==> src/pad_pkg.sv <==
// pad_pkg: constants, register map and destination codes of the processor address decoder.
// assumes a 40-bit processor address and a 32-bit AHB-Lite register port.
package pad_pkg;

  // register byte offsets
  localparam logic [7:0] OFS_CTRL      = 8'h00;
  localparam logic [7:0] OFS_SMM_TOP   = 8'h04;
  localparam logic [7:0] OFS_SEG_SIZE  = 8'h08;
  localparam logic [7:0] OFS_TOP_OF_LOW_MEMORY      = 8'h0C;
  localparam logic [7:0] OFS_CFG_BASE  = 8'h10;
  localparam logic [7:0] OFS_IOAPIC    = 8'h14;
  localparam logic [7:0] OFS_STATUS    = 8'h18;
  localparam logic [7:0] OFS_RANGE0    = 8'h20;
  localparam logic [7:0] OFS_PORT0     = 8'h40;
  localparam logic [7:0] OFS_PORT_END  = 8'hC0;

  // control register fields
  localparam int CTRL_HOLE_EN   = 0;
  localparam int CTRL_GLOBAL_EN = 1;
  localparam int CTRL_HIGH_EN   = 2;
  localparam int CTRL_SEG_EN    = 3;
  localparam int CTRL_OPEN      = 4;
  localparam int CTRL_CLOSED    = 5;
  localparam int CTRL_LOCKED    = 6;
  localparam int CTRL_W         = 7;

  // other field positions
  localparam int RANGE_BRIDGE_LSB = 24;
  localparam int IOAPIC_PORT_LSB  = 1;
  localparam int STAT_LEGACY_BIT  = 8;
  localparam int STAT_COUNT_LSB   = 16;

  // reset values
  localparam logic [6:0]  CTRL_RST  = 7'h00;
  localparam logic [19:0] MB_RST    = 20'h00000;
  localparam logic [19:0] LIMIT_RST = 20'hFFFFF;

  // fixed address map
  localparam logic [39:0] HOLE_LO    = 40'h00_00F0_0000;
  localparam logic [39:0] HOLE_HI    = 40'h00_00FF_FFFF;
  localparam logic [39:0] LOWMEM_LO  = 40'h00_0100_0000;
  localparam logic [39:0] INTREG_LO  = 40'h00_FE00_0000;
  localparam logic [39:0] INTREG_HI  = 40'h00_FEBF_FFFF;
  localparam logic [39:0] IOAPIC_LO  = 40'h00_FEC0_0000;
  localparam logic [39:0] IOAPIC_HI  = 40'h00_FEC8_FFFF;
  localparam logic [39:0] TIMER_LO   = 40'h00_FEC9_0000;
  localparam logic [39:0] TIMER_HI   = 40'h00_FED1_FFFF;
  localparam logic [39:0] HSMM_LO    = 40'h00_FEDA_0000;
  localparam logic [39:0] HSMM_HI    = 40'h00_FEDB_FFFF;
  localparam logic [39:0] INTR_LO    = 40'h00_FEE0_0000;
  localparam logic [39:0] INTR_HI    = 40'h00_FEEF_FFFF;
  localparam logic [39:0] FW_LO      = 40'h00_FF00_0000;
  localparam logic [39:0] FW_HI      = 40'h00_FFFF_FFFF;
  localparam logic [39:0] HIMEM_LO   = 40'h01_0000_0000;
  localparam logic [39:0] INTREG_SPAN_DEF = 40'h00_0000_1000;

  typedef enum logic [3:0] {
    DEST_NONE,
    DEST_MEMORY,
    DEST_PORT,
    DEST_HUB,
    DEST_HUB_ABORT,
    DEST_SMM_ABORT,
    DEST_CONFIG,
    DEST_INTERNAL,
    DEST_FSB
  } pad_dest_e;

endpackage

==> src/pad_decoder.sv <==
// pad_decoder: picks one destination for each processor request in the upper memory map,
// with its configuration held in registers on an AHB-Lite slave port.
// assumes requests arrive synchronous to clock, at most one per cycle, and need no back-pressure.
//
// Behaviour
// hole range goes to memory when hole enable is 0, else to hub link.
// 16M up to segment base, and segment top up to low-memory top, go to memory.
// extended segment goes to memory on a valid SMM access or when disabled.
// extended segment is master aborted when SMM access is denied.
// low MMIO hitting a legal port base/limit window goes to that port.
// low MMIO hitting no window is sent to hub link for master abort.
// the 256MB configuration window becomes a configuration access.
// internal register region hits on a valid register become internal config accesses.
// internal register region misses are sent to hub link for master abort.
// interrupt-controller registers go non-coherently to a port or hub link per mapping.
// timer and firmware regions go to the hub link.
// high SMM range goes to memory on a valid SMM access or when disabled.
// high SMM range is master aborted when SMM access is denied.
// interrupt messages go to the processor bus; memory accesses there are aborted via hub.
// 4G up to the last interleave limit goes coherently to memory.
// software sets unused interleave limits equal to the highest functional one.
// prefetch window with upper bits, inclusive both ends, selects that port.
// anything unmatched goes to the hub link by subtractive decode.
// SMM access valid only with qualifier asserted or open, or writeback.
// memory requests pick the bridge from the interleave range registers.
// SMM aborts are routed to the compatibility bus for master abort.
// legacy needs global and not high; high needs both; segment needs global and segment.
// exactly one destination per request, specific matches before the default.
`timescale 1ns/1ps

module pad_decoder #(
  parameter int          NUM_PORTS   = 4,
  parameter int          NUM_RANGES  = 6,
  parameter logic [39:0] INTREG_SPAN = pad_pkg::INTREG_SPAN_DEF
) (
  // clock and reset
  input  wire logic              clock,
  input  wire logic              rst,
  // ahb-lite slave
  input  wire logic              hsel,
  input  wire logic [31:0]       haddr,
  input  wire logic [1:0]        htrans,
  input  wire logic              hwrite,
  input  wire logic [2:0]        hsize,
  input  wire logic [31:0]       hwdata,
  input  wire logic              hready,
  output logic                   hreadyout,
  output logic                   hresp,
  output logic [31:0]            hrdata,
  // processor request
  input  wire logic              req_valid,
  input  wire logic [39:0]       req_addr,
  input  wire logic              req_interrupt,
  input  wire logic              req_writeback,
  input  wire logic              smm_qualifier_n,
  // disposition
  output logic                   rsp_valid,
  output pad_pkg::pad_dest_e     rsp_dest,
  output logic [1:0]             rsp_port,
  output logic [1:0]             rsp_bridge,
  output logic                   rsp_coherent,
  output logic                   legacy_smm_enabled
);

  // configuration state
  logic [6:0]  ctrl_q,     ctrl_d;
  logic [19:0] smm_top_q,  smm_top_d;
  logic [19:0] seg_size_q, seg_size_d;
  logic [19:0] top_of_low_memory_q,     top_of_low_memory_d;
  logic [11:0] cfg_base_q, cfg_base_d;
  logic [2:0]  ioapic_q,   ioapic_d;
  logic [19:0] rng_lim_q [NUM_RANGES];
  logic [19:0] rng_lim_d [NUM_RANGES];
  logic [1:0]  rng_br_q  [NUM_RANGES];
  logic [1:0]  rng_br_d  [NUM_RANGES];
  logic [11:0] mbase_q   [NUM_PORTS];
  logic [11:0] mbase_d   [NUM_PORTS];
  logic [11:0] mlim_q    [NUM_PORTS];
  logic [11:0] mlim_d    [NUM_PORTS];
  logic [19:0] pbase_q   [NUM_PORTS];
  logic [19:0] pbase_d   [NUM_PORTS];
  logic [19:0] plim_q    [NUM_PORTS];
  logic [19:0] plim_d    [NUM_PORTS];

  // bus state
  logic        wr_pend_q, wr_pend_d;
  logic [7:0]  wr_addr_q, wr_addr_d;
  logic [31:0] rdata_q,   rdata_d;
  logic        ahb_take;

  // disposition state
  logic               rsp_valid_q,   rsp_valid_d;
  pad_pkg::pad_dest_e rsp_dest_q,    rsp_dest_d;
  logic [1:0]         rsp_port_q,    rsp_port_d;
  logic [1:0]         rsp_bridge_q,  rsp_bridge_d;
  logic               rsp_coh_q,     rsp_coh_d;
  logic               legacy_q,      legacy_d;
  logic [15:0]        count_q,       count_d;

  // ------------------------------------------------------------ bus slave
  // zero wait states: read data is fetched in the address phase so it stands in the data phase
  assign ahb_take  = hsel & hready & htrans[1];
  assign hreadyout = 1'b1;
  assign hresp     = 1'b0;
  assign hrdata    = rdata_q;

  always_comb begin
    logic [7:0] ra;
    logic [2:0] ri;
    logic [1:0] rp;
    ra = haddr[7:0];
    ri = ra[4:2];
    // port blocks count from the first port offset, not from address zero
    rp = 2'((ra - pad_pkg::OFS_PORT0) >> 5);
    wr_pend_d = ahb_take & hwrite & (hsize == 3'h2);
    wr_addr_d = ahb_take ? ra : wr_addr_q;
    rdata_d   = 32'h0000_0000;
    if (ahb_take && !hwrite) begin
      if (ra == pad_pkg::OFS_CTRL) begin
        rdata_d[6:0] = ctrl_q;
      end else if (ra == pad_pkg::OFS_SMM_TOP) begin
        rdata_d[19:0] = smm_top_q;
      end else if (ra == pad_pkg::OFS_SEG_SIZE) begin
        rdata_d[19:0] = seg_size_q;
      end else if (ra == pad_pkg::OFS_TOP_OF_LOW_MEMORY) begin
        rdata_d[19:0] = top_of_low_memory_q;
      end else if (ra == pad_pkg::OFS_CFG_BASE) begin
        rdata_d[11:0] = cfg_base_q;
      end else if (ra == pad_pkg::OFS_IOAPIC) begin
        rdata_d[2:0] = ioapic_q;
      end else if (ra == pad_pkg::OFS_STATUS) begin
        rdata_d[3:0] = rsp_dest_q;
        rdata_d[5:4] = rsp_port_q;
        rdata_d[pad_pkg::STAT_LEGACY_BIT] = legacy_q;
        rdata_d[pad_pkg::STAT_COUNT_LSB +: 16] = count_q;
      end else if (ra >= pad_pkg::OFS_RANGE0 && ra < pad_pkg::OFS_PORT0) begin
        if ({1'b0, ri} < 4'(NUM_RANGES)) begin
          rdata_d[19:0] = rng_lim_q[ri];
          rdata_d[pad_pkg::RANGE_BRIDGE_LSB +: 2] = rng_br_q[ri];
        end
      end else if (ra >= pad_pkg::OFS_PORT0 && ra < pad_pkg::OFS_PORT_END) begin
        case (ri)
          3'h0: rdata_d[11:0] = mbase_q[rp];
          3'h1: rdata_d[11:0] = mlim_q[rp];
          3'h2: rdata_d[11:0] = pbase_q[rp][11:0];
          3'h3: rdata_d[11:0] = plim_q[rp][11:0];
          3'h4: rdata_d[7:0]  = pbase_q[rp][19:12];
          3'h5: rdata_d[7:0]  = plim_q[rp][19:12];
          default: rdata_d = 32'h0000_0000;
        endcase
      end
    end
  end

  // register writes land in the data phase; unmapped offsets are ignored
  always_comb begin
    logic [2:0] wi;
    logic [1:0] wp;
    wi = wr_addr_q[4:2];
    wp = 2'((wr_addr_q - pad_pkg::OFS_PORT0) >> 5);
    ctrl_d     = ctrl_q;
    smm_top_d  = smm_top_q;
    seg_size_d = seg_size_q;
    top_of_low_memory_d     = top_of_low_memory_q;
    cfg_base_d = cfg_base_q;
    ioapic_d   = ioapic_q;
    rng_lim_d  = rng_lim_q;
    rng_br_d   = rng_br_q;
    mbase_d    = mbase_q;
    mlim_d     = mlim_q;
    pbase_d    = pbase_q;
    plim_d     = plim_q;
    if (wr_pend_q) begin
      if (wr_addr_q == pad_pkg::OFS_CTRL) begin
        ctrl_d = hwdata[6:0];
      end else if (wr_addr_q == pad_pkg::OFS_SMM_TOP) begin
        smm_top_d = hwdata[19:0];
      end else if (wr_addr_q == pad_pkg::OFS_SEG_SIZE) begin
        seg_size_d = hwdata[19:0];
      end else if (wr_addr_q == pad_pkg::OFS_TOP_OF_LOW_MEMORY) begin
        top_of_low_memory_d = hwdata[19:0];
      end else if (wr_addr_q == pad_pkg::OFS_CFG_BASE) begin
        cfg_base_d = hwdata[11:0];
      end else if (wr_addr_q == pad_pkg::OFS_IOAPIC) begin
        ioapic_d = hwdata[2:0];
      end else if (wr_addr_q >= pad_pkg::OFS_RANGE0 && wr_addr_q < pad_pkg::OFS_PORT0) begin
        if ({1'b0, wi} < 4'(NUM_RANGES)) begin
          rng_lim_d[wi] = hwdata[19:0];
          rng_br_d[wi]  = hwdata[pad_pkg::RANGE_BRIDGE_LSB +: 2];
        end
      end else if (wr_addr_q >= pad_pkg::OFS_PORT0 && wr_addr_q < pad_pkg::OFS_PORT_END) begin
        case (wi)
          3'h0: mbase_d[wp] = hwdata[11:0];
          3'h1: mlim_d[wp]  = hwdata[11:0];
          3'h2: pbase_d[wp][11:0]  = hwdata[11:0];
          3'h3: plim_d[wp][11:0]   = hwdata[11:0];
          3'h4: pbase_d[wp][19:12] = hwdata[7:0];
          3'h5: plim_d[wp][19:12]  = hwdata[7:0];
          default: ;
        endcase
      end
    end
  end

  always_ff @(posedge clock) begin
    if (rst) begin
      wr_pend_q  <= 1'b0;
      wr_addr_q  <= 8'h00;
      rdata_q    <= 32'h0000_0000;
      ctrl_q     <= pad_pkg::CTRL_RST;
      smm_top_q  <= pad_pkg::MB_RST;
      seg_size_q <= pad_pkg::MB_RST;
      top_of_low_memory_q     <= pad_pkg::MB_RST;
      cfg_base_q <= pad_pkg::MB_RST[11:0];
      ioapic_q   <= 3'h0;
      for (int i = 0; i < NUM_RANGES; i++) begin
        rng_lim_q[i] <= pad_pkg::LIMIT_RST;
        rng_br_q[i]  <= 2'h0;
      end
      for (int p = 0; p < NUM_PORTS; p++) begin
        mbase_q[p] <= pad_pkg::LIMIT_RST[11:0];
        mlim_q[p]  <= pad_pkg::MB_RST[11:0];
        pbase_q[p] <= pad_pkg::LIMIT_RST;
        plim_q[p]  <= pad_pkg::MB_RST;
      end
    end else begin
      wr_pend_q  <= wr_pend_d;
      wr_addr_q  <= wr_addr_d;
      rdata_q    <= rdata_d;
      ctrl_q     <= ctrl_d;
      smm_top_q  <= smm_top_d;
      seg_size_q <= seg_size_d;
      top_of_low_memory_q     <= top_of_low_memory_d;
      cfg_base_q <= cfg_base_d;
      ioapic_q   <= ioapic_d;
      rng_lim_q  <= rng_lim_d;
      rng_br_q   <= rng_br_d;
      mbase_q    <= mbase_d;
      mlim_q     <= mlim_d;
      pbase_q    <= pbase_d;
      plim_q     <= plim_d;
    end
  end

  // ------------------------------------------------------------ port window match
  logic [19:0]          mb;
  logic [NUM_PORTS-1:0] low_hit;
  logic [NUM_PORTS-1:0] pf_hit;
  assign mb = req_addr[39:20];

  // a window whose base is above its limit is not legal and never matches
  for (genvar p = 0; p < NUM_PORTS; p++) begin : g_port
    assign low_hit[p] = (mbase_q[p] <= mlim_q[p]) && (mb[19:12] == 8'h00) &&
                        (mb[11:0] >= mbase_q[p]) && (mb[11:0] <= mlim_q[p]);
    assign pf_hit[p]  = (pbase_q[p] <= plim_q[p]) && (mb >= pbase_q[p]) && (mb <= plim_q[p]);
  end

  // ------------------------------------------------------------ region decode
  logic [19:0] seg_lo;
  logic in_hole, in_lowmem, in_seg, in_lmmio, in_cfg, in_intreg, reg_ok, in_ioapic;
  logic in_timer, in_hsmm, in_intr, in_fw, in_himem, smm_grant, seg_en, hsmm_en;

  assign seg_lo    = smm_top_q - seg_size_q;
  assign in_hole   = (req_addr >= pad_pkg::HOLE_LO) && (req_addr <= pad_pkg::HOLE_HI);
  assign in_lowmem = (req_addr >= pad_pkg::LOWMEM_LO) && (mb < top_of_low_memory_q) &&
                     ((mb < seg_lo) || (mb >= smm_top_q));
  assign in_seg    = (mb >= seg_lo) && (mb < smm_top_q) && (req_addr >= pad_pkg::LOWMEM_LO);
  assign in_lmmio  = (mb >= top_of_low_memory_q) && (req_addr < pad_pkg::INTREG_LO);
  assign in_cfg    = (req_addr[39:28] == cfg_base_q);
  assign in_intreg = (req_addr >= pad_pkg::INTREG_LO) && (req_addr <= pad_pkg::INTREG_HI);
  assign reg_ok    = (req_addr - pad_pkg::INTREG_LO) < INTREG_SPAN;
  assign in_ioapic = (req_addr >= pad_pkg::IOAPIC_LO) && (req_addr <= pad_pkg::IOAPIC_HI);
  assign in_timer  = (req_addr >= pad_pkg::TIMER_LO) && (req_addr <= pad_pkg::TIMER_HI);
  assign in_hsmm   = (req_addr >= pad_pkg::HSMM_LO) && (req_addr <= pad_pkg::HSMM_HI);
  assign in_intr   = (req_addr >= pad_pkg::INTR_LO) && (req_addr <= pad_pkg::INTR_HI);
  assign in_fw     = (req_addr >= pad_pkg::FW_LO) && (req_addr <= pad_pkg::FW_HI);
  // the last interleave limit is the top of memory even if that range is unused
  assign in_himem  = (req_addr >= pad_pkg::HIMEM_LO) && (mb <= rng_lim_q[NUM_RANGES-1]);

  // a locked space ignores the open bit; writebacks are always let through
  assign smm_grant = req_writeback | ~smm_qualifier_n |
                     (ctrl_q[pad_pkg::CTRL_OPEN] & ~ctrl_q[pad_pkg::CTRL_LOCKED]);
  assign seg_en    = ctrl_q[pad_pkg::CTRL_GLOBAL_EN] & ctrl_q[pad_pkg::CTRL_SEG_EN];
  assign hsmm_en   = ctrl_q[pad_pkg::CTRL_GLOBAL_EN] & ctrl_q[pad_pkg::CTRL_HIGH_EN];

  always_comb begin
    logic       found;
    logic [1:0] pick;
    found = 1'b0;
    pick  = 2'h0;
    for (int p = NUM_PORTS - 1; p >= 0; p--) begin
      if (low_hit[p] || pf_hit[p]) begin
        found = 1'b1;
        pick  = 2'(p);
      end
    end
    rsp_bridge_d = rsp_bridge_q;
    for (int i = NUM_RANGES - 1; i >= 0; i--) begin
      if (mb <= rng_lim_q[i]) begin
        rsp_bridge_d = rng_br_q[i];
      end
    end
    rsp_valid_d = req_valid;
    rsp_port_d  = rsp_port_q;
    rsp_coh_d   = 1'b0;
    rsp_dest_d  = rsp_dest_q;
    legacy_d    = ctrl_q[pad_pkg::CTRL_GLOBAL_EN] & ~ctrl_q[pad_pkg::CTRL_HIGH_EN];
    count_d     = count_q + 16'(req_valid);
    if (req_valid) begin
      // one branch only: the hole range first, subtractive decode last
      if (in_hole) begin
        rsp_dest_d = ctrl_q[pad_pkg::CTRL_HOLE_EN] ? pad_pkg::DEST_HUB : pad_pkg::DEST_MEMORY;
      end else if (in_seg) begin
        rsp_dest_d = (!seg_en || smm_grant) ? pad_pkg::DEST_MEMORY : pad_pkg::DEST_SMM_ABORT;
      end else if (in_lowmem) begin
        rsp_dest_d = pad_pkg::DEST_MEMORY;
      end else if (in_cfg) begin
        rsp_dest_d = pad_pkg::DEST_CONFIG;
      end else if (in_lmmio) begin
        rsp_dest_d = found ? pad_pkg::DEST_PORT : pad_pkg::DEST_HUB_ABORT;
        rsp_port_d = pick;
      end else if (in_intreg) begin
        rsp_dest_d = reg_ok ? pad_pkg::DEST_INTERNAL : pad_pkg::DEST_HUB_ABORT;
      end else if (in_ioapic) begin
        rsp_dest_d = ioapic_q[0] ? pad_pkg::DEST_PORT : pad_pkg::DEST_HUB;
        rsp_port_d = ioapic_q[pad_pkg::IOAPIC_PORT_LSB +: 2];
      end else if (in_timer || in_fw) begin
        rsp_dest_d = pad_pkg::DEST_HUB;
      end else if (in_hsmm) begin
        rsp_dest_d = (!hsmm_en || smm_grant) ? pad_pkg::DEST_MEMORY : pad_pkg::DEST_SMM_ABORT;
      end else if (in_intr) begin
        rsp_dest_d = req_interrupt ? pad_pkg::DEST_FSB : pad_pkg::DEST_HUB_ABORT;
      end else if (in_himem) begin
        rsp_dest_d = pad_pkg::DEST_MEMORY;
      end else if (found && req_addr >= pad_pkg::HIMEM_LO && pf_hit[pick]) begin
        rsp_dest_d = pad_pkg::DEST_PORT;
        rsp_port_d = pick;
      end else begin
        rsp_dest_d = pad_pkg::DEST_HUB;
      end
      rsp_coh_d = (rsp_dest_d == pad_pkg::DEST_MEMORY);
    end
  end

  always_ff @(posedge clock) begin
    if (rst) begin
      rsp_valid_q  <= 1'b0;
      rsp_dest_q   <= pad_pkg::DEST_NONE;
      rsp_port_q   <= 2'h0;
      rsp_bridge_q <= 2'h0;
      rsp_coh_q    <= 1'b0;
      legacy_q     <= 1'b0;
      count_q      <= 16'h0000;
    end else begin
      rsp_valid_q  <= rsp_valid_d;
      rsp_dest_q   <= rsp_dest_d;
      rsp_port_q   <= rsp_port_d;
      rsp_bridge_q <= rsp_bridge_d;
      rsp_coh_q    <= rsp_coh_d;
      legacy_q     <= legacy_d;
      count_q      <= count_d;
    end
  end

  assign rsp_valid          = rsp_valid_q;
  assign rsp_dest           = rsp_dest_q;
  assign rsp_port           = rsp_port_q;
  assign rsp_bridge         = rsp_bridge_q;
  assign rsp_coherent       = rsp_coh_q;
  assign legacy_smm_enabled = legacy_q;

  // ------------------------------------------------------------ checks
  property p_hole;
    @(posedge clock) disable iff (rst)
    req_valid && in_hole |=> rsp_dest == ($past(ctrl_q[pad_pkg::CTRL_HOLE_EN]) ? pad_pkg::DEST_HUB
                                                                                : pad_pkg::DEST_MEMORY);
  endproperty
  a_hole: assert property (p_hole) else $error("hole routed wrongly");

  property p_seg_abort;
    @(posedge clock) disable iff (rst)
    req_valid && in_seg && !in_hole && seg_en && !smm_grant |=> rsp_dest == pad_pkg::DEST_SMM_ABORT;
  endproperty
  a_seg_abort: assert property (p_seg_abort) else $error("denied segment access not aborted");

  property p_hsmm;
    @(posedge clock) disable iff (rst)
    req_valid && in_hsmm && (!hsmm_en || smm_grant) |=> rsp_dest == pad_pkg::DEST_MEMORY && rsp_coherent;
  endproperty
  a_hsmm: assert property (p_hsmm) else $error("high smm access not sent to memory");

  property p_hsmm_abort;
    @(posedge clock) disable iff (rst)
    req_valid && in_hsmm && hsmm_en && !smm_grant |=> rsp_dest == pad_pkg::DEST_SMM_ABORT;
  endproperty
  a_hsmm_abort: assert property (p_hsmm_abort) else $error("denied high smm access not aborted");

  property p_intr;
    @(posedge clock) disable iff (rst)
    req_valid && in_intr |=> rsp_dest == ($past(req_interrupt) ? pad_pkg::DEST_FSB : pad_pkg::DEST_HUB_ABORT);
  endproperty
  a_intr: assert property (p_intr) else $error("interrupt range routed wrongly");

  property p_hub_fixed;
    @(posedge clock) disable iff (rst)
    req_valid && (in_timer || in_fw) |=> rsp_dest == pad_pkg::DEST_HUB;
  endproperty
  a_hub_fixed: assert property (p_hub_fixed) else $error("timer or firmware not sent to hub link");

  property p_one_dest;
    @(posedge clock) disable iff (rst)
    req_valid |=> rsp_valid && rsp_dest != pad_pkg::DEST_NONE ##1 rsp_valid == $past(req_valid);
  endproperty
  a_one_dest: assert property (p_one_dest) else $error("request without a single destination");

  property p_coh;
    @(posedge clock) disable iff (rst)
    rsp_valid |-> rsp_coherent == (rsp_dest == pad_pkg::DEST_MEMORY);
  endproperty
  a_coh: assert property (p_coh) else $error("coherence flag disagrees with destination");

  property p_legacy;
    @(posedge clock) disable iff (rst)
    ##1 legacy_smm_enabled == ($past(ctrl_q[pad_pkg::CTRL_GLOBAL_EN]) && !$past(ctrl_q[pad_pkg::CTRL_HIGH_EN]));
  endproperty
  a_legacy: assert property (p_legacy) else $error("legacy smm enable wrong");

endmodule

==> config.mk <==
export PLATFORM = sky130hd
export DESIGN_NAME = pad_decoder
export DESIGN_NICKNAME = d
export VERILOG_FILES = /design/src/pad_pkg.sv /design/src/pad_decoder.sv
export SDC_FILE = /design/constraint.sdc
export NUM_CORES = 2
export LEC_CHECK = 0
export BUFFER_PORTS_ARGS = -buffer_cell sky130_fd_sc_hd__buf_2
export CAP_MARGIN = 10
export CORE_MARGIN = 2
export CORE_UTILIZATION = 57
export DETAILED_ROUTE_END_ITERATION = 10
export PLACE_DENSITY = 0.78
export REMOVE_ABC_BUFFERS = 1
export SYNTH_ARGS = -nofsm -noshare
export SYNTH_HDL_FRONTEND = slang
export SYNTH_SLANG_ARGS = --single-unit
==> constraint.sdc <==
create_clock -name clock -period 4.4 [get_ports clock]
set_clock_uncertainty 0.15 [all_clocks]
set_input_delay 0.88 -clock clock [delete_from_list [all_inputs] [get_ports clock]]
set_output_delay 0.88 -clock clock [all_outputs]
set_load 0.005 [all_outputs]
# After elaboration in Yosys (flattened, before gate mapping)
# Cells that the tools add are included.
# totals
regBits,538
inputBits,118
out_inout_bits,45
# classes
n_addsub,5
n_lt_le_gt_ge,71
eq_ne,29
muxes,122
bitwise_logic,30
n_reduce_logical,78
# ops
operator,n
2-to-1 mux 20 bit,20
bitwise mux 80 bit,4
one-hot mux 80 bit (2 select lines),2
2-to-1 mux 32 bit,9
<= comparator 20 bit,14
greater-or-equal comparator 40 x 32 -> 1 bit (second input constant),6
<= comparator 40 x 32 -> 1 bit (second input constant),6
greater-or-equal comparator 20 bit,7
bitwise mux 120 bit,1
bitwise mux 48 bit,2
<= comparator 12 bit,8
2-to-1 mux 12 bit,8
binary-select mux 20 bit (select 2 bit),2
demux 20 bit (select 2 bit),2
binary-select mux 20 bit (select 3 bit),1
demux 20 bit (select 3 bit),1
less-than comparator 20 bit,3
2-to-1 mux 2 bit,27
2-to-1 mux 4 bit,13
binary-select mux 12 bit (select 2 bit),2
greater-or-equal comparator 12 bit,4
one-hot mux 8 bit (6 select lines),1
logical AND 1 bit,42
== test 8 x 5 -> 1 bit (second input constant),5
other kinds (66),145

# Longest topological paths before layout
# depth
ltp_word,33
depth_mapped,24

# Worst setup path before layout
# OpenSTA, ideal clock, no wires.
# synth_timing
kind,register to register
from,reg smm_top_q[0]
to,reg rsp_port_q[0] (netlist: rsp_port[0])
setup_ps,115
arrival_time_ps,4349
t_required_ps,4135
path_slack_ps,-214
path_stages_with_launch,24
n_path_buf,0
path_cell_list,dfxtp_1 > inv_1 > ha_1 > inv_1 > fa_1 > a21o_1 > a21oi_1 > o21bai_1 > a21oi_1 > o31ai_1 > o41a_1 > and4_1 > o31ai_1 > a21boi_0 > xnor2_1 > ha_1 > nand4_1 > nor3_1 > o31a_1 > o21ai_0 > a22o_1 > and4_1 > and3_1 > o21ba_2
# synth_via
elab_chain_len,6
elab_cells_between_ends,12
cone_classes,add/sub: 1; order compare: 4; bitwise: 2; reduce/logical: 5
# synth_rtl
item,line,text
start: declaration,pad_decoder.sv:67,"logic [19:0] smm_top_q, smm_top_d;"
start signal: assignment,pad_decoder.sv:211,smm_top_q <= pad_pkg::MB_RST;
start signal: assignment,pad_decoder.sv:231,smm_top_q <= smm_top_d;
subtractor 20 bit,pad_decoder.sv:263,assign seg_lo = smm_top_q - seg_size_q;
greater-or-equal comparator 20 bit / less-than comparator 20 bit (equally long branches),"pad_decoder.sv:267, pad_decoder.sv:266",
logical AND 1 bit / logical OR 1 bit (equally long branches),"pad_decoder.sv:267, pad_decoder.sv:266",
"logical AND 1 bit, on equally long branches","pad_decoder.sv:267, pad_decoder.sv:265",
NOT 1 bit (no source line),--,
AND reduction 11 bit (no source line) (*),--,
end signal: assignment,pad_decoder.sv:357,rsp_port_q <= rsp_port_d;
end: declaration,pad_decoder.sv:94,"logic [1:0] rsp_port_q, rsp_port_d;"
# Every way passes the cells marked *; elsewhere a longest branch is shown, timed or not.
# A chain may end at the register's enable or synchronous reset.

# Final worst setup path
# Same ends and word-level chain as after synthesis.

==> metrics.md <==
| Metric | Value |
|---|---|
| Status | finished, violations left |
| Failing checks | setup timing |
| Lkg Pwr | 18.7 nW |
| Yosys warns | 0 |
| Layout area overhead | 11.4% |
| Worst flop-to-flop path startpoint | smm_top_q[0] |
| GPL Wtd Cong | 0.984 |
| Clock-pin slew of the registers on the worst-case setup and hold paths | 0.06 ns |
| Top-Level Pins | 163 |
| Post-synthesis cell type count | 97 |
| Final WS setup | -0.186 ns |
| First-pass GRT wire length | 188000 um |
| Async S/R FF share, synth | 0% |
| Hold EP | top_of_low_memory_q[8] |
| RSZ-0062 raised after global routing | true |
| Number of cells after detailed placement | 5309 |
| Max-cap violations | 0 |
| Switching portion of total power | 26.1% |
| Cell Area, Synth | 37800 sq um |
| NumNets Final | 5219 |
| DRC viols | 0 |
| Number of routed nets with antenna violations | 0 |
| Final setup TNS | -0.603 ns |
| Largest net degree at the start of global routing | 205 |
| Clock power share | 47.3% |
| Flop pwr share | 43.0% |
| CP endpoint kind | flop |
| Slew Limit Fails | 0 |
| Final Hold Viols | 0 |
| Syn_area_per_cell | 8.56 sq um |
| Sequential area share after synthesis | 28.5% |
| Critical-path top delay cell | o41a_1 |
| Htree depth | 2 |
| Hold Path Depth | 2 |
| # hold bufs at CTS | 0 |
| GRT Overall Usage | 35.8% |
| Worst slew margin | 14.9% |
| Die area | 68300 sq um |
| Worst-path fanout max | 4 |
| Initial Util | 57.6% |
| GR Util met1 | 48.8% |
| GR Util met2 | 54.4% |
| Peak Freq | 218 MHz |
| Worst path max stage delay | 0.35 ns |
| Detailed-route via count | 34729 |
| Crit path cell chain | inv_2, ha_4, inv_2, fa_2, a21o_1, a21oi_2, o21bai_2, a21oi_2, o31ai_2, o41a_1, and4_1, o31ai_4, nand2b_1, xnor2_1, ha_2, a21o_1, a21o_1, a21oi_2, o21ai_1, o21ai_2, a22o_1, and4_4, a21boi_2, o21ba_4 |
| Met3 GRT Util | 6.50% |
| Non-filler cells in the finished layout | 5426 |
| P_sw | 2.96 mW |
| Final wirelength | 125000 um |
| Hold Path Origin | top_of_low_memory_q[8] |
| Final setup vio count | 6 |
| R2R Setup Slk | -0.19 ns |
| DR pass1 iterations | 6 |
| Post-Syn Instances | 4411 |
| PwrDens | 270 nW/um^2 |
| Vias/cell | 6.40 |
| Setup crit start kind | flop |
| Die X | 261 um |
| Num CTS Buffers | 58 |
| EDFF count, synth | 0 |
| Worst EP arrival | 4.97 ns |
| CTS tree | built |
| FF+latch count, synth | 538 |
| Initial drt markers | 4239 |
| Ratio of cells with drive above 1 in the final layout | 12.0% |
| Internal power | 8.40 mW |
| Busiest grt layer | met2 |
| CTS root buf | clkbuf_16 |
| Worst Tran Pin Value | 1.28 ns |
| Register area | 10800 sq um |
| HPWL after detailed placement | 91100 um |
| Logic pwr share | 9.7% |
| Clk buf depth | 3 |
| Clk_lat worst skew | 0.65 ns |
| Power Total | 11.4 mW |
| Dpl cell area | 39800 sq um |
| Required @ worst endpoint | 4.78 ns |
| Minimum clock period after layout | 4.59 ns |
| Initial antenna violation count | 3 |
| Global route overflow | 0 |
| Synth Flop Type | dfxtp_1 |
| Worst VDD drop | 0.296 mV |
| Fillers | 5483 |
| Die Span Y | 261 um |
| Final Cycle Share | 104% |
| Clock Sinks | 538 |
| Worst Reg-to-Reg Cells | 24 |
| Routed WL per cell | 23.1 um |
| Vias in the first global route | 32751 |
| Area of the multi-input gates | 24500 sq um |
| Core area | 65600 sq um |
| Reg2reg end | rsp_port[0] |
| Port buffer count | 125 |
| Rows | 94 |
| Setup CP Type | flop to flop |
| Final Instance Area | 42100 sq um |
| Layout Utilization | 64.1% |
| Hold WC Path Type | flop to flop |
-- metal layers --
metal  vias to the layer above  wire length, um
met5                         -               10
met3                       337            14000
met2                      1912            53600
met4                         2             6590
li1                      15971                -
met1                     16507            51100
-- registers in the layout (all words and copies together) (netlist names), 2 cells and up --
signal / cells
rng_lim_q: 120
pbase_q: 80
plim_q: 80
mbase_q: 48
mlim_q: 48
hrdata: 32
seg_size_q: 20
smm_top_q: 20
top_of_low_memory_q: 20
count_q: 16
cfg_base_q: 12
rng_br_q: 12
wr_addr_q: 8
ctrl_q: 7
rsp_dest: 4
ioapic_q: 3
rsp_bridge: 2
rsp_port: 2
-- timing repair --
action,CTS,global route
setup buffers,6,3
setup endpoints to repair,7,7
pin swaps,26,23
resized for setup,28,13
hold endpoints to repair,0,0
-- cells in the mapped netlist (21+ instances only) --
| cell type | instances | area share (%) |
|---|---|---|
| a211o_1 | 255 | 5.9 |
| o22ai_1 | 27 | 0.45 |
| a22oi_1 | 25 | 0.50 |
| nor2b_1 | 41 | 0.68 |
| nand2_1 | 335 | 3.3 |
| inv_1 | 477 | 4.7 |
| a21o_1 | 97 | 1.9 |
| o211ai_1 | 21 | 0.42 |
| buf_1 | 27 | 0.27 |
| clkbuf_1 | 187 | 1.9 |
| xnor2_1 | 26 | 0.60 |
| nor3_1 | 54 | 0.72 |
| nand2b_1 | 22 | 0.36 |
| ha_1 | 587 | 19 |
| mux2i_1 | 165 | 4.4 |
| o21a_1 | 27 | 0.54 |
| a21oi_1 | 308 | 4.1 |
| o21ai_0 | 119 | 1.6 |
| a211oi_1 | 28 | 0.56 |
| nand4_1 | 98 | 1.6 |
| dfxtp_1 | 538 | 29 |
| mux4_2 | 93 | 5.5 |
| nand3_1 | 47 | 0.62 |
| nor2_1 | 521 | 5.2 |
-- kinds of logic (layout without fill, tap and decap cells) --
kind of cell | Yosys count | count (layout) | share of synthesized area [%]
simple gates | 1225 | 1225 | 14.7
buf+inv | 712 | 860 | 7.20
other cells | 2 | 5 | 0.0199
xor+xnor | 42 | 42 | 0.974
compound gates | 1038 | 1038 | 19.0
flops | 538 | 538 | 28.5
mux | 266 | 266 | 10.2
fa+ha+maj | 588 | 588 | 19.5
-- power groups by stage --
stage	logic, mW	registers, mW	clock network (mW)
floorplan	0.416	4.99	0
global placement	1.03	5.00	0
detailed placement	1.05	5.00	0
CTS	1.06	4.89	5.36
global route	1.17	4.89	5.55
finish	1.10	4.89	5.37
-- how the worst max path moves through the flow --
stage                 startpoint          end  slack, ns  cells after the start
global placement    smm_top_q[0]  rsp_port[0]      -0.64                     24
detailed placement  smm_top_q[0]  rsp_port[0]      -0.73                     24
CTS                 smm_top_q[0]  rsp_port[0]      -0.19                     23
global route        smm_top_q[0]  rsp_port[0]      -0.34                     23
floorplan           smm_top_q[0]  rsp_port[0]      -0.21                     23
finish              smm_top_q[0]  rsp_port[0]      -0.19                     24
-- cell usage in the layout (no fill, tap or decap), types with 98 or more instances in the layout --
master   Yosys  layout
nand2_1    335     335
o21ai_0    119     116
nor2_1     521     514
inv_1      477     475
nand4_1     98      98
ha_1       587     585
a21oi_1    308     301
mux2i_1    165     165
dfxtp_1    538     536
buf_4        2     146
buf_2       16     121
a211o_1    255     255
-- worst max-delay path: cells and delay by family, from the launching register on --
| family | cells | cell delay [ns] |
|---|---|---|
| AO/OA/AOI/OAI | 15 | 2.60 |
| XOR/XNOR | 1 | 0.13 |
| adder cells (fa/ha/maj) | 3 | 0.61 |
| buffers and inverters | 2 | 0.08 |
| flip-flops | 1 | 0.32 |
| AND/OR/NAND/NOR | 3 | 0.56 |
-- stage by stage --
step	setup slack (ns)	hold slack [ns]
floorplan	-0.214	0.280
global placement	-0.640	0.293
detailed placement	-0.727	0.299
CTS	-0.189	0.307
global route	-0.336	0.322
finish	-0.186	0.305
-- final cells by class --
class	count	area share, %
antenna	3	0.0178
clock buffer	85	4.17
clock inverter	21	0.729
inverter	477	4.26
multi-input combinational	3161	58.2
sequential	538	25.6
tap	864	2.57
timing repair buffer	277	4.49
Note: power is estimated with default switching activity, not from simulation.
